`config.mk`:
```
export PLATFORM = sky130hd
export DESIGN_NAME = ext_bus_pin_mux
export DESIGN_NICKNAME = d
export VERILOG_FILES = /design/src/rtl/ext_bus_pkg.sv /design/src/rtl/ext_bus_ctrl_if.sv /design/src/rtl/ext_bus_pin_mux.sv /design/src/rtl/version_query.sv
export SDC_FILE = /design/constraint.sdc
export NUM_CORES = 1
export LEC_CHECK = 0
export ABC_AREA = 0
export CAP_MARGIN = 25
export CELL_PAD_IN_SITES_DETAIL_PLACEMENT = 2
export CELL_PAD_IN_SITES_GLOBAL_PLACEMENT = 2
export CORE_AREA = 8 8 131 133
export CTS_BUF_LIST = sky130_fd_sc_hd__clkbuf_4
export CTS_CLUSTER_SIZE = 20
export DETAILED_ROUTE_END_ITERATION = 8
export DIE_AREA = 0 0 139 141
export DONT_BUFFER_PORTS = 1
export PLACE_DENSITY = 0.82
export SETUP_SLACK_MARGIN = 0.5
export SLEW_MARGIN = 10
export SYNTH_ARGS = -nofsm -noshare
export SYNTH_HDL_FRONTEND = slang
export SYNTH_SLANG_ARGS = --single-unit
```
`constraint.sdc`:
```
create_clock -name clk_sys_i -period 11.07 [get_ports clk_sys_i]
set_input_delay 0.5535 -clock clk_sys_i [delete_from_list [all_inputs] [get_ports clk_sys_i]]
set_output_delay 0.5535 -clock clk_sys_i [all_outputs]
set_load 0.01 [all_outputs]
```
`src/rtl/ext_bus_pkg.sv`:
```
// package: constants and widths for the external bus pin multiplexer
package ext_bus_pkg;
	localparam int DATA_W        = 32;
	localparam int LOW_W         = 16;
	localparam int ADDR_W        = 23;
	localparam int CS_W          = 8;
	localparam int SDR_ADDR_W    = 13;
	localparam int NWR_W         = 2;
	localparam int MASK_W        = 4;
	// field positions on the shared address pins, and the dram address bit for the dedicated pin
	localparam int SDR_LO_BASE   = 2;
	localparam int SDR_HI_BASE   = 13;
	localparam int SDR_A10_POS   = 10;
	// version query
	localparam logic [31:0] VERSION_QUERY_CMD = 32'h0000_001E;
	localparam logic [31:0] FPI_VERSION_RST   = 32'h0000_0001;
	// owner of the external pins
	typedef enum logic [1:0] {OWN_IDLE, OWN_STATIC, OWN_DRAM} owner_t;
endpackage : ext_bus_pkg

```
`src/rtl/ext_bus_ctrl_if.sv`:
```
// interface: lines of one memory controller toward the pin multiplexer
`timescale 1ns/1ps
`default_nettype none
interface ext_bus_ctrl_if;
	logic        active;
	logic [22:0] addr;
	logic [31:0] wdata;
	logic [31:0] data_oe;
	logic [7:0]  cs_n;
	logic [1:0]  nwr;
	logic        rd_n;
	logic [3:0]  mask_n;
	logic        cke;
	modport ctrl (output active, addr, wdata, data_oe, cs_n, nwr, rd_n,
		mask_n, cke);
	modport mux  (input active, addr, wdata, data_oe, cs_n, nwr, rd_n,
		mask_n, cke);
endinterface : ext_bus_ctrl_if
`default_nettype wire

```
`src/rtl/ext_bus_pin_mux.sv`:
```
// top: pin multiplexer of the external bus interface
`timescale 1ns/1ps
`default_nettype none
// What this block does
// - each shared pin carries the line of the active controller
// - upper byte pin: dram mask 1, else static upper write/select
// - addr0/mask0 pin carries static address 0 or lower select
// - addr1/mask2 pin carries static address bit 1 only
// - pins 11..2 carry dram address 9..0, else static 11..2
// - dedicated addr10 pin carries dram address bit 10 only
// - address pin 12 carries static address bit 12 only
// - pins 14,13 carry dram address 12,11, else static 14,13
// - pins 22..15 carry static address bits only
// - data pins 31..16 used by the dram controller only
// - data pins 15..0 shared bit for bit by both
// - data bus 16 or 32 bits, address bus up to 23 bits
// - eight devices, each with its own chip select
// - dram clock enable active high, chip selects active low
// - chip select low selects, high otherwise
// - version query command then next read returns version
module ext_bus_pin_mux
	import ext_bus_pkg::*;
(
	input  wire logic                clk_sys_i,
	input  wire logic                rst_i,
	// static controller
	input  wire logic                st_active_i,
	input  wire logic [ADDR_W-1:0]   st_addr_i,
	input  wire logic [LOW_W-1:0]    st_wdata_i,
	input  wire logic                st_data_oe_i,
	input  wire logic [CS_W-1:0]     st_cs_n_i,
	input  wire logic [NWR_W-1:0]    st_nwr_i,
	input  wire logic                st_rd_n_i,
	input  wire logic                st_byte_mode_i,
	output logic [LOW_W-1:0]         st_rdata_o,
	output logic                     st_wait_o,
	// dram controller
	input  wire logic                dr_active_i,
	input  wire logic [SDR_ADDR_W-1:0] dr_addr_i,
	input  wire logic [DATA_W-1:0]   dr_wdata_i,
	input  wire logic                dr_data_oe_i,
	input  wire logic                dr_cs_n_i,
	input  wire logic [MASK_W-1:0]   dr_mask_n_i,
	input  wire logic                dr_cke_i,
	output logic [DATA_W-1:0]        dr_rdata_o,
	// programming interface
	input  wire logic                fpi_wr_i,
	input  wire logic [31:0]         fpi_wdata_i,
	input  wire logic                fpi_rd_i,
	output logic [31:0]              fpi_rdata_o,
	// external pins
	output logic [ADDR_W-1:0]        addr_o,
	output logic                     dram_addr10_pin_o,
	output logic [DATA_W-1:0]        data_o,
	output logic [DATA_W-1:0]        data_oe_o,
	input  wire logic [DATA_W-1:0]   data_i,
	output logic [CS_W-1:0]          chip_select_n_o,
	output logic                     lower_write_n_o,
	output logic                     read_strobe_n_o,
	output logic                     upper_byte_shared_pin_o,
	output logic                     upper_mask_n_o,
	output logic                     dram_clock_en_o,
	input  wire logic                wait_req_n_i
);
	////////////////////////////////////////////////////////////////////////
	owner_t owner;
	owner_t next_owner;
	logic   wait_meta;
	logic   wait_sync;
	logic [DATA_W-1:0] data_meta;
	logic [DATA_W-1:0] data_sync;
	logic   fpi_armed;

	ext_bus_ctrl_if st_bus ();
	ext_bus_ctrl_if dr_bus ();

	// dram owns the pins when both claim them; the arbiter above should
	// never let that happen, but a fixed choice keeps pins defined
	always_comb begin
		if (dr_bus.active) begin
			next_owner = OWN_DRAM;
		end else if (st_bus.active) begin
			next_owner = OWN_STATIC;
		end else begin
			next_owner = OWN_IDLE;
		end
	end

	always_ff @(posedge clk_sys_i or posedge rst_i) begin
		if (rst_i) begin
			owner <= OWN_IDLE;
		end else begin
			owner <= next_owner;
		end
	end

	// gather each controller's lines into its carrier
	assign st_bus.active  = st_active_i;
	assign st_bus.addr    = st_addr_i;
	assign st_bus.wdata   = {16'h0000, st_wdata_i};
	assign st_bus.data_oe = {16'h0000, {LOW_W{st_data_oe_i}}};
	assign st_bus.cs_n    = st_cs_n_i;
	assign st_bus.nwr     = st_nwr_i;
	assign st_bus.rd_n    = st_rd_n_i;
	// upper select in 16-bit byte mode, upper write in dual 8-bit mode
	assign st_bus.mask_n  = {2'b11, st_byte_mode_i ? st_addr_i[0] : st_nwr_i[1],
		1'b1};
	assign st_bus.cke     = 1'b0;

	assign dr_bus.active  = dr_active_i;
	assign dr_bus.addr    = {10'h000, dr_addr_i};
	assign dr_bus.wdata   = dr_wdata_i;
	assign dr_bus.data_oe = {DATA_W{dr_data_oe_i}};
	assign dr_bus.cs_n    = {6'h3F, dr_cs_n_i, 1'b1}; // dram on select 1
	assign dr_bus.nwr     = 2'b11;
	assign dr_bus.rd_n    = 1'b1;
	assign dr_bus.mask_n  = dr_mask_n_i;
	assign dr_bus.cke     = dr_cke_i;

	////////////////////////////////////////////////////////////////////////
	// address pins
	always_ff @(posedge clk_sys_i or posedge rst_i) begin
		if (rst_i) begin
			addr_o <= 23'h00_0000;
		end else begin
			case (next_owner)
				OWN_DRAM: begin
					addr_o <= {8'h00,
						dr_bus.addr[12:11],
						1'b0,
						dr_bus.addr[9:0],
						2'b00};
				end
				OWN_STATIC: begin
					// full 23-bit static address, lower select on pin 0
					addr_o <= {st_bus.addr[22:1],
						st_byte_mode_i ? 1'b0 : st_bus.addr[0]};
				end
				default: begin
					addr_o <= 23'h00_0000;
				end
			endcase
		end
	end

	always_ff @(posedge clk_sys_i or posedge rst_i) begin
		if (rst_i) begin
			dram_addr10_pin_o <= 1'b0;
		end else begin
			dram_addr10_pin_o <= (next_owner == OWN_DRAM) ?
				dr_bus.addr[SDR_A10_POS] : 1'b0;
		end
	end

	////////////////////////////////////////////////////////////////////////
	// data pins
	always_ff @(posedge clk_sys_i or posedge rst_i) begin
		if (rst_i) begin
			data_o    <= 32'h0000_0000;
			data_oe_o <= 32'h0000_0000;
		end else begin
			case (next_owner)
				OWN_DRAM: begin
					data_o    <= dr_bus.wdata;
					data_oe_o <= dr_bus.data_oe;
				end
				OWN_STATIC: begin
					data_o    <= st_bus.wdata;
					data_oe_o <= st_bus.data_oe;
				end
				default: begin
					data_o    <= 32'h0000_0000;
					data_oe_o <= 32'h0000_0000;
				end
			endcase
		end
	end

	// pins come from outside; two flops before any use
	always_ff @(posedge clk_sys_i or posedge rst_i) begin
		if (rst_i) begin
			data_meta <= 32'h0000_0000;
			data_sync <= 32'h0000_0000;
			wait_meta <= 1'b1;
			wait_sync <= 1'b1;
		end else begin
			data_meta <= data_i;
			data_sync <= data_meta;
			wait_meta <= wait_req_n_i;
			wait_sync <= wait_meta;
		end
	end

	always_ff @(posedge clk_sys_i or posedge rst_i) begin
		if (rst_i) begin
			st_rdata_o <= 16'h0000;
			dr_rdata_o <= 32'h0000_0000;
			st_wait_o  <= 1'b0;
		end else begin
			st_rdata_o <= data_sync[LOW_W-1:0];
			dr_rdata_o <= data_sync;
			st_wait_o  <= (owner == OWN_STATIC) && !wait_sync;
		end
	end

	////////////////////////////////////////////////////////////////////////
	// strobes and selects
	always_ff @(posedge clk_sys_i or posedge rst_i) begin
		if (rst_i) begin
			chip_select_n_o         <= 8'hFF;
			lower_write_n_o         <= 1'b1;
			read_strobe_n_o         <= 1'b1;
			upper_byte_shared_pin_o <= 1'b1;
			upper_mask_n_o          <= 1'b1;
			dram_clock_en_o         <= 1'b0;
		end else begin
			case (next_owner)
				OWN_DRAM: begin
					chip_select_n_o         <= dr_bus.cs_n;
					lower_write_n_o         <= dr_bus.nwr[0];
					read_strobe_n_o         <= dr_bus.rd_n;
					upper_byte_shared_pin_o <= dr_bus.mask_n[1];
					upper_mask_n_o          <= dr_bus.mask_n[3];
				end
				OWN_STATIC: begin
					chip_select_n_o         <= st_bus.cs_n;
					lower_write_n_o         <= st_bus.nwr[0];
					read_strobe_n_o         <= st_bus.rd_n;
					upper_byte_shared_pin_o <= st_bus.mask_n[1];
					upper_mask_n_o          <= 1'b1;
				end
				default: begin
					chip_select_n_o         <= 8'hFF;
					lower_write_n_o         <= 1'b1;
					read_strobe_n_o         <= 1'b1;
					upper_byte_shared_pin_o <= 1'b1;
					upper_mask_n_o          <= 1'b1;
				end
			endcase
			// cke follows the dram controller even while it is idle, so
			// self refresh survives static accesses
			dram_clock_en_o <= dr_bus.cke;
		end
	end

	////////////////////////////////////////////////////////////////////////
	version_query u_version (
		.clk_sys_i (clk_sys_i),
		.rst_i     (rst_i),
		.wr_i      (fpi_wr_i),
		.wdata_i   (fpi_wdata_i),
		.rd_i      (fpi_rd_i),
		.version_i (FPI_VERSION_RST),
		.armed_o   (fpi_armed),
		.rdata_o   (fpi_rdata_o)
	);

	////////////////////////////////////////////////////////////////////////
	a_dram_addr_map: assert property (
		@(posedge clk_sys_i) disable iff (rst_i)
		dr_active_i |=> addr_o[11:2] == $past(dr_addr_i[9:0])
			&& addr_o[14:13] == $past(dr_addr_i[12:11]))
		else $error("dram address not on pins");
	a_dram_a10_pin: assert property (
		@(posedge clk_sys_i) disable iff (rst_i)
		dr_active_i |=> dram_addr10_pin_o == $past(dr_addr_i[10]))
		else $error("dram address 10 pin wrong");
	a_dram_unused_low: assert property (
		@(posedge clk_sys_i) disable iff (rst_i)
		dr_active_i |=> addr_o[1:0] == 2'b00 && addr_o[22:15] == 8'h00
			&& !addr_o[12])
		else $error("dram drove static-only pin");
	a_static_addr_map: assert property (
		@(posedge clk_sys_i) disable iff (rst_i)
		st_active_i && !dr_active_i
			|=> addr_o[22:1] == $past(st_addr_i[22:1]))
		else $error("static address not on pins");
	a_static_upper_data: assert property (
		@(posedge clk_sys_i) disable iff (rst_i)
		st_active_i && !dr_active_i |=> data_oe_o[31:16] == 16'h0000)
		else $error("static drove upper data");
	a_upper_byte_pin: assert property (
		@(posedge clk_sys_i) disable iff (rst_i)
		dr_active_i |=> upper_byte_shared_pin_o == $past(dr_mask_n_i[1]))
		else $error("upper byte pin not dram mask 1");
	a_idle_pins_quiet: assert property (
		@(posedge clk_sys_i) disable iff (rst_i)
		!dr_active_i && !st_active_i |=> chip_select_n_o == 8'hFF
			&& read_strobe_n_o && lower_write_n_o)
		else $error("strobe active while idle");
	a_dram_no_static: assert property (
		@(posedge clk_sys_i) disable iff (rst_i)
		dr_active_i |=> read_strobe_n_o && lower_write_n_o)
		else $error("static strobe during dram access");
	a_wait_latency: assert property (
		@(posedge clk_sys_i) disable iff (rst_i)
		owner == OWN_STATIC && !wait_req_n_i ##1 owner == OWN_STATIC
			##1 owner == OWN_STATIC |=> st_wait_o)
		else $error("wait request not passed on");

	c_dram_access: cover property (@(posedge clk_sys_i) dr_active_i ##1 !dr_active_i);
	c_static_access: cover property (@(posedge clk_sys_i) st_active_i && !st_cs_n_i[0]);
	c_owner_switch: cover property (@(posedge clk_sys_i)
		owner == OWN_STATIC ##1 owner == OWN_DRAM);
	c_version_read: cover property (@(posedge clk_sys_i) fpi_armed && fpi_rd_i);
endmodule : ext_bus_pin_mux
`default_nettype wire

```
`src/rtl/version_query.sv`:
```
// version query responder for the fast programming interface
`timescale 1ns/1ps
`default_nettype none
module version_query
	import ext_bus_pkg::*;
(
	input  wire logic        clk_sys_i,
	input  wire logic        rst_i,
	input  wire logic        wr_i,
	input  wire logic [31:0] wdata_i,
	input  wire logic        rd_i,
	input  wire logic [31:0] version_i,
	output logic             armed_o,
	output logic [31:0]      rdata_o
);
	always_ff @(posedge clk_sys_i or posedge rst_i) begin
		if (rst_i) begin
			armed_o <= 1'b0;
		end else if (wr_i) begin
			armed_o <= (wdata_i == VERSION_QUERY_CMD);
		end else if (rd_i) begin
			armed_o <= 1'b0;
		end
	end

	always_ff @(posedge clk_sys_i or posedge rst_i) begin
		if (rst_i) begin
			rdata_o <= 32'h0000_0000;
		end else if (rd_i) begin
			// only the word right after the command returns the version
			rdata_o <= armed_o ? version_i : 32'h0000_0000;
		end
	end

	a_version_after_cmd: assert property (
		@(posedge clk_sys_i) disable iff (rst_i)
		armed_o && rd_i && !wr_i |=> rdata_o == $past(version_i))
		else $error("version not returned after query command");
endmodule : version_query
`default_nettype wire

```
### Word level (Yosys, flattened, before mapping)

Index checks and enable logic that the tools add are counted.

| storage, ports and cells | value |
|---|---|
| register bits after elaboration | 251 |
| input bits | 175 |
| output and inout port bits | 182 |
| logic and storage cells | 43 |

| operators by class | value |
|---|---|
| equal/unequal tests | 4 |
| mux-type cells | 16 |
| reduce and logical (&&, ||, !) cells | 3 |

Operator list:

| kind | number |
|---|---|
| one-hot mux 32 bit (2 select lines) | 2 |
| one-hot mux 23 bit (2 select lines) | 1 |
| equality test 32 x 5 -> 1 bit (second input constant) | 1 |
| one-hot mux 8 bit (2 select lines) | 1 |
| 2-to-1 mux 1 bit | 10 |
| equality test 2 x 1 -> 1 bit (second input constant) | 2 |
| equality test 2 bit (second input constant) | 1 |
| 2-to-1 mux 2 bit | 1 |
| one-hot mux 1 bit (2 select lines) | 1 |
| nonzero test 2 bit | 1 |
| logical AND 1 bit | 1 |
| logical NOT 1 bit | 1 |

### Depth between registers and ports, before layout

| logic depth | value |
|---|---|
| word-level depth | 4 |
| depth in mapped cells | 4 |
| mapped depth without buffers | 4 |

### Cells and area by module

From an unflattened synthesis, not the netlist that was laid out.

| unflattened totals | value |
|---|---|
| cells, all modules | 459 |
| area total of the unflattened synthesis | 6635.1 um^2 |

By module, submodules not included:

| module | instances | cells each | area each (um^2) | sequential area each (um^2) |
|---|---|---|---|---|
| ext_bus_pin_mux | 1 | 308 | 5281.3 | 4321.6 |
| version_query | 1 | 151 | 1353.8 | 825.8 |

### Worst setup path before layout

No wires, ideal clock.

| timing path | value |
|---|---|
| path type | reg2out |
| start | reg, netlist name data_oe_o[15] |
| end | out data_oe_o[10] |
| data arrival time | 0.772 ns |
| required time | 10.516 ns |
| setup slack | 9.744 ns |
| stages on the path, launching flop included | 2 |
| path buffers | 1 |
| cell sequence | dfrtp_1 > buf_4 |

RTL lines:

| element | RTL line | text |
|---|---|---|
| end: declaration | ext_bus_pin_mux.sv:55 | `output logic [DATA_W-1:0] data_oe_o,` |

==> flow_summary_export.csv <==
group,metric,value,unit
placement,port_buffers,0,
synth,syn-cell-area,5667,sq um
worst_setup_path,crit_path_end_kind,"output pin",
floorplanning,die_w,139,um
placement,dp_hpwl,10250,um
floorplanning,dieArea,19600,sq um
global_route,grt_pass1_vias,3126,
clock_network,clk_pin_slew,0.13,ns
synth,syn_inst,355,
worst_setup_path,cpMaxStageDelayCell,"buf_4",
worst_setup_path,crit_path_max_fanout,16,
detailed_routing,vias,2577,
finish,final_area,6116,sq um
synth,avgSynthCellArea,15.96,sq um
power,p_per_area,187.6,nW/um^2
sta,tns,0,ns
floorplanning,core-area,14980,sq um
worst_setup_path,reg2reg_depth,1,
synth,async_reset_ff_share,100.0,%
sta,slew_headroom,43.88,%
placement,placedInstanceArea,5408,sq um
sta,grt_setup_unrepaired,"no",
power,comb_power_share,4.8,%
synth,synth_edf_count,0,
global_route,grt_max_degree,90,
worst_setup_path,cp_top_family,"buffers and inverters",
sta,fmax,543.8,MHz
status,status,"completed",
clock_network,clockBufferDepth,2,
synth,synth_warnings,0,
global_route,globalRouteOverflowTotal,0,
sta,finalSetupViolCount,0,
placement,dp_slack,8.829,ns
floorplanning,die_h,141,um
synth,ys_seq_area_share,77.15,%
floorplanning,num_rows,45,
synth,ys_top_cells_by_area,"dfrtp_1, buf_4, dfstp_2, a22o_1, and2_1",
power,pwr-share-seq,60.9,%
synth,synth_largest_area_cell,"dfrtp_1",
power,power_leakage,2.788,nW
worst_setup_path,cp.depth,1,
clock_network,cts_made_buffers,17,
synth,synth_top_flop_cell,"dfrtp_1",
clock_network,cts_hold_buf,36,
detailed_routing,ant_nets,0,
floorplanning,start_util,37.84,%
finish,syn_to_final_growth,7.927,%
worst_setup_path,slowest_delay,0.40,ns
finish,final_common_cell,"dfrtp_1",
placement,routabilityCongestion,0.7262,
power,intPower,0.8744,mW
global_route,grt_pass1_wl,20560,um
clock_network,cts_num_sinks,174,
finish,finalNetCount,532,
clock_network,postCtsSetupBuffers,0,
power,p_clk_share,34.3,%
synth,synth_top_cell_area_share,70.66,%
sta,finalClockSkew,0.01512,ns
sta,period_share,16.61,%
detailed_routing,via_per_inst,4.635,
worst_setup_path,critPathKind,"reg -> out",
worst_setup_path,crit_required,10.52,ns
worst_setup_path,crit_path_cell_trace,"buf_4",
clock_network,cts_root_buf,"clkbuf_4",
sta,slew_violations,0,
power,switchingPower,0.2732,mW
worst_hold_path,holdPathStages,1,
sta,fin_ws,9.231,ns
synth,ys_ff_latch,174,
detailed_routing,wl,13900,um
finish,final_layout_size_suffix_gt1_share,13.86,%
detailed_routing,firstDrtPassIters,4,
clock_network,cts_tree,"built",
clock_network,worstSkewPairLatency,0.53,ns
sta,worst_slew_pin_slew,0.8406,ns
worst_setup_path,arrival,1.29,ns
detailed_routing,wl_per_cell,24.99,um
worst_setup_path,critPathBufInv,1,
detailed_routing,remaining_drc_errors,0,
worst_setup_path,cp-start-kind,"flip-flop",
detailed_routing,drt_iter0_drc,92,
global_route,antenna_found_initial,2,
worst_hold_path,hp-class,"in -> reg",
job,maxCapViolations,0,
clock_network,cts.repair.resized,0,
synth,ys_types,24,
finish,final_cell_mix,"dfrtp_1, dlygate4sd3_1, conb_1, a22o_1, and2_1",
sta,post-route-min-period,1.839,ns
floorplanning,num_io_pins,357,
finish,n_antenna_cell,0,
clock_network,cts-htree-levels,4,
global_route,track_usage,14.12,%
power,vdd_drop_max,0.00006405,V
power,swShare,23.81,%
sta,hold_violations,0,
cell usage after synthesis, types with 2 or more instances:
cell type and number:
dfrtp_1 160, buf_4 81, a22o_1 29, and2_1 28, dfstp_2 14, nand2b_1 10, nor2_1 4, nor4_1 4
buf_2 3, clkbuf_1 3, a21oi_1 2, inv_1 2, nand4_1 2, nor3b_1 2, nor4b_1 2
final timing paths:
| check | startpoint | to | slack (ns) |
|---|---|---|---|
| setup / recovery | data_oe_o[30] | data_oe_o[22] | 9.23 |
| hold / removal | dr_active_i | chip_select_n_o[1] | 0.07 |
| min in group asynchronous | rst_i | dr_rdata_o[7] | 0.63 |
| hold reg to reg | data_sync[4] | dr_rdata_o[4] | 0.35 |
| setup reg to reg | u_version.rdata_o[0] | u_version.rdata_o[0] | 10.24 |
| max in group asynchronous | rst_i | wait_sync | 9.24 |
kinds of logic (layout without fill, tap and decap cells):
logic type | Yosys count | after routing | synth area share (%)
other | 1 | 31 | 0.06618
DFF | 174 | 174 | 77.15
and+or+nand+nor | 56 | 56 | 6.226
buffers and inverters | 90 | 73 | 11.39
AOI/OAI and AO/OA | 32 | 32 | 4.791
muxes | 2 | 2 | 0.3754
registers in the layout, indices dropped and copies added (netlist names), 2 cells and up:
| register | flops |
|---|---|
| data_sync | 32 |
| data_o | 32 |
| owner | 2 |
| dr_rdata_o | 32 |
| chip_select_n_o | 8 |
| data_meta | 32 |
| addr_o | 23 |
| data_oe_o | 2 |
through the flow:
step / power [mW] / instances / util [%] / hold WS [ns]
6_report: 1.148 / 556 / 40.84 / 0.07483
5_1_grt: 1.195 / 556 / 40.84 / 0.009306
4_1_cts: 1.167 / 555 / 40.65 / 0.005974
3_5_place_dp: 0.7561 / 489 / 36.11 / 0.3355
3_3_place_gp: 0.7515 / 489 / 36.11 / 0.3316
2_1_floorplan: 0.7628 / 385 / - / 0.3312
routing by layer:
metal	up-vias	wire length, um	track usage, %
met5	-	22	0
met4	4	173	5.199
met3	16	1507	7.157
met2	191	7334	24.54
met1	1316	4858	14.39
li1	1050	-	-
power by group through the flow:
stage	Combinational (mW)	Clock (mW)	Sequential [mW]
CTS	0.0548	0.411	0.701
floorplan	0.0592	0	0.704
finish	0.0552	0.393	0.699
global placement	0.0408	0	0.711
global route	0.0612	0.431	0.703
detailed placement	0.0436	0	0.713
cell type report:
| cell class | instances | area (sq um) |
|---|---|---|
| tap | 188 | 235.2 |
| multi-input combinational | 121 | 762.0 |
| clock buffer | 18 | 135.1 |
| timing repair buffer | 40 | 410.4 |
| inverter | 3 | 16.27 |
| fill | 1442 | 8861 |
| clock inverter | 12 | 185.2 |
| sequential | 174 | 4372 |
Note: power is estimated with default switching activity, not from simulation.
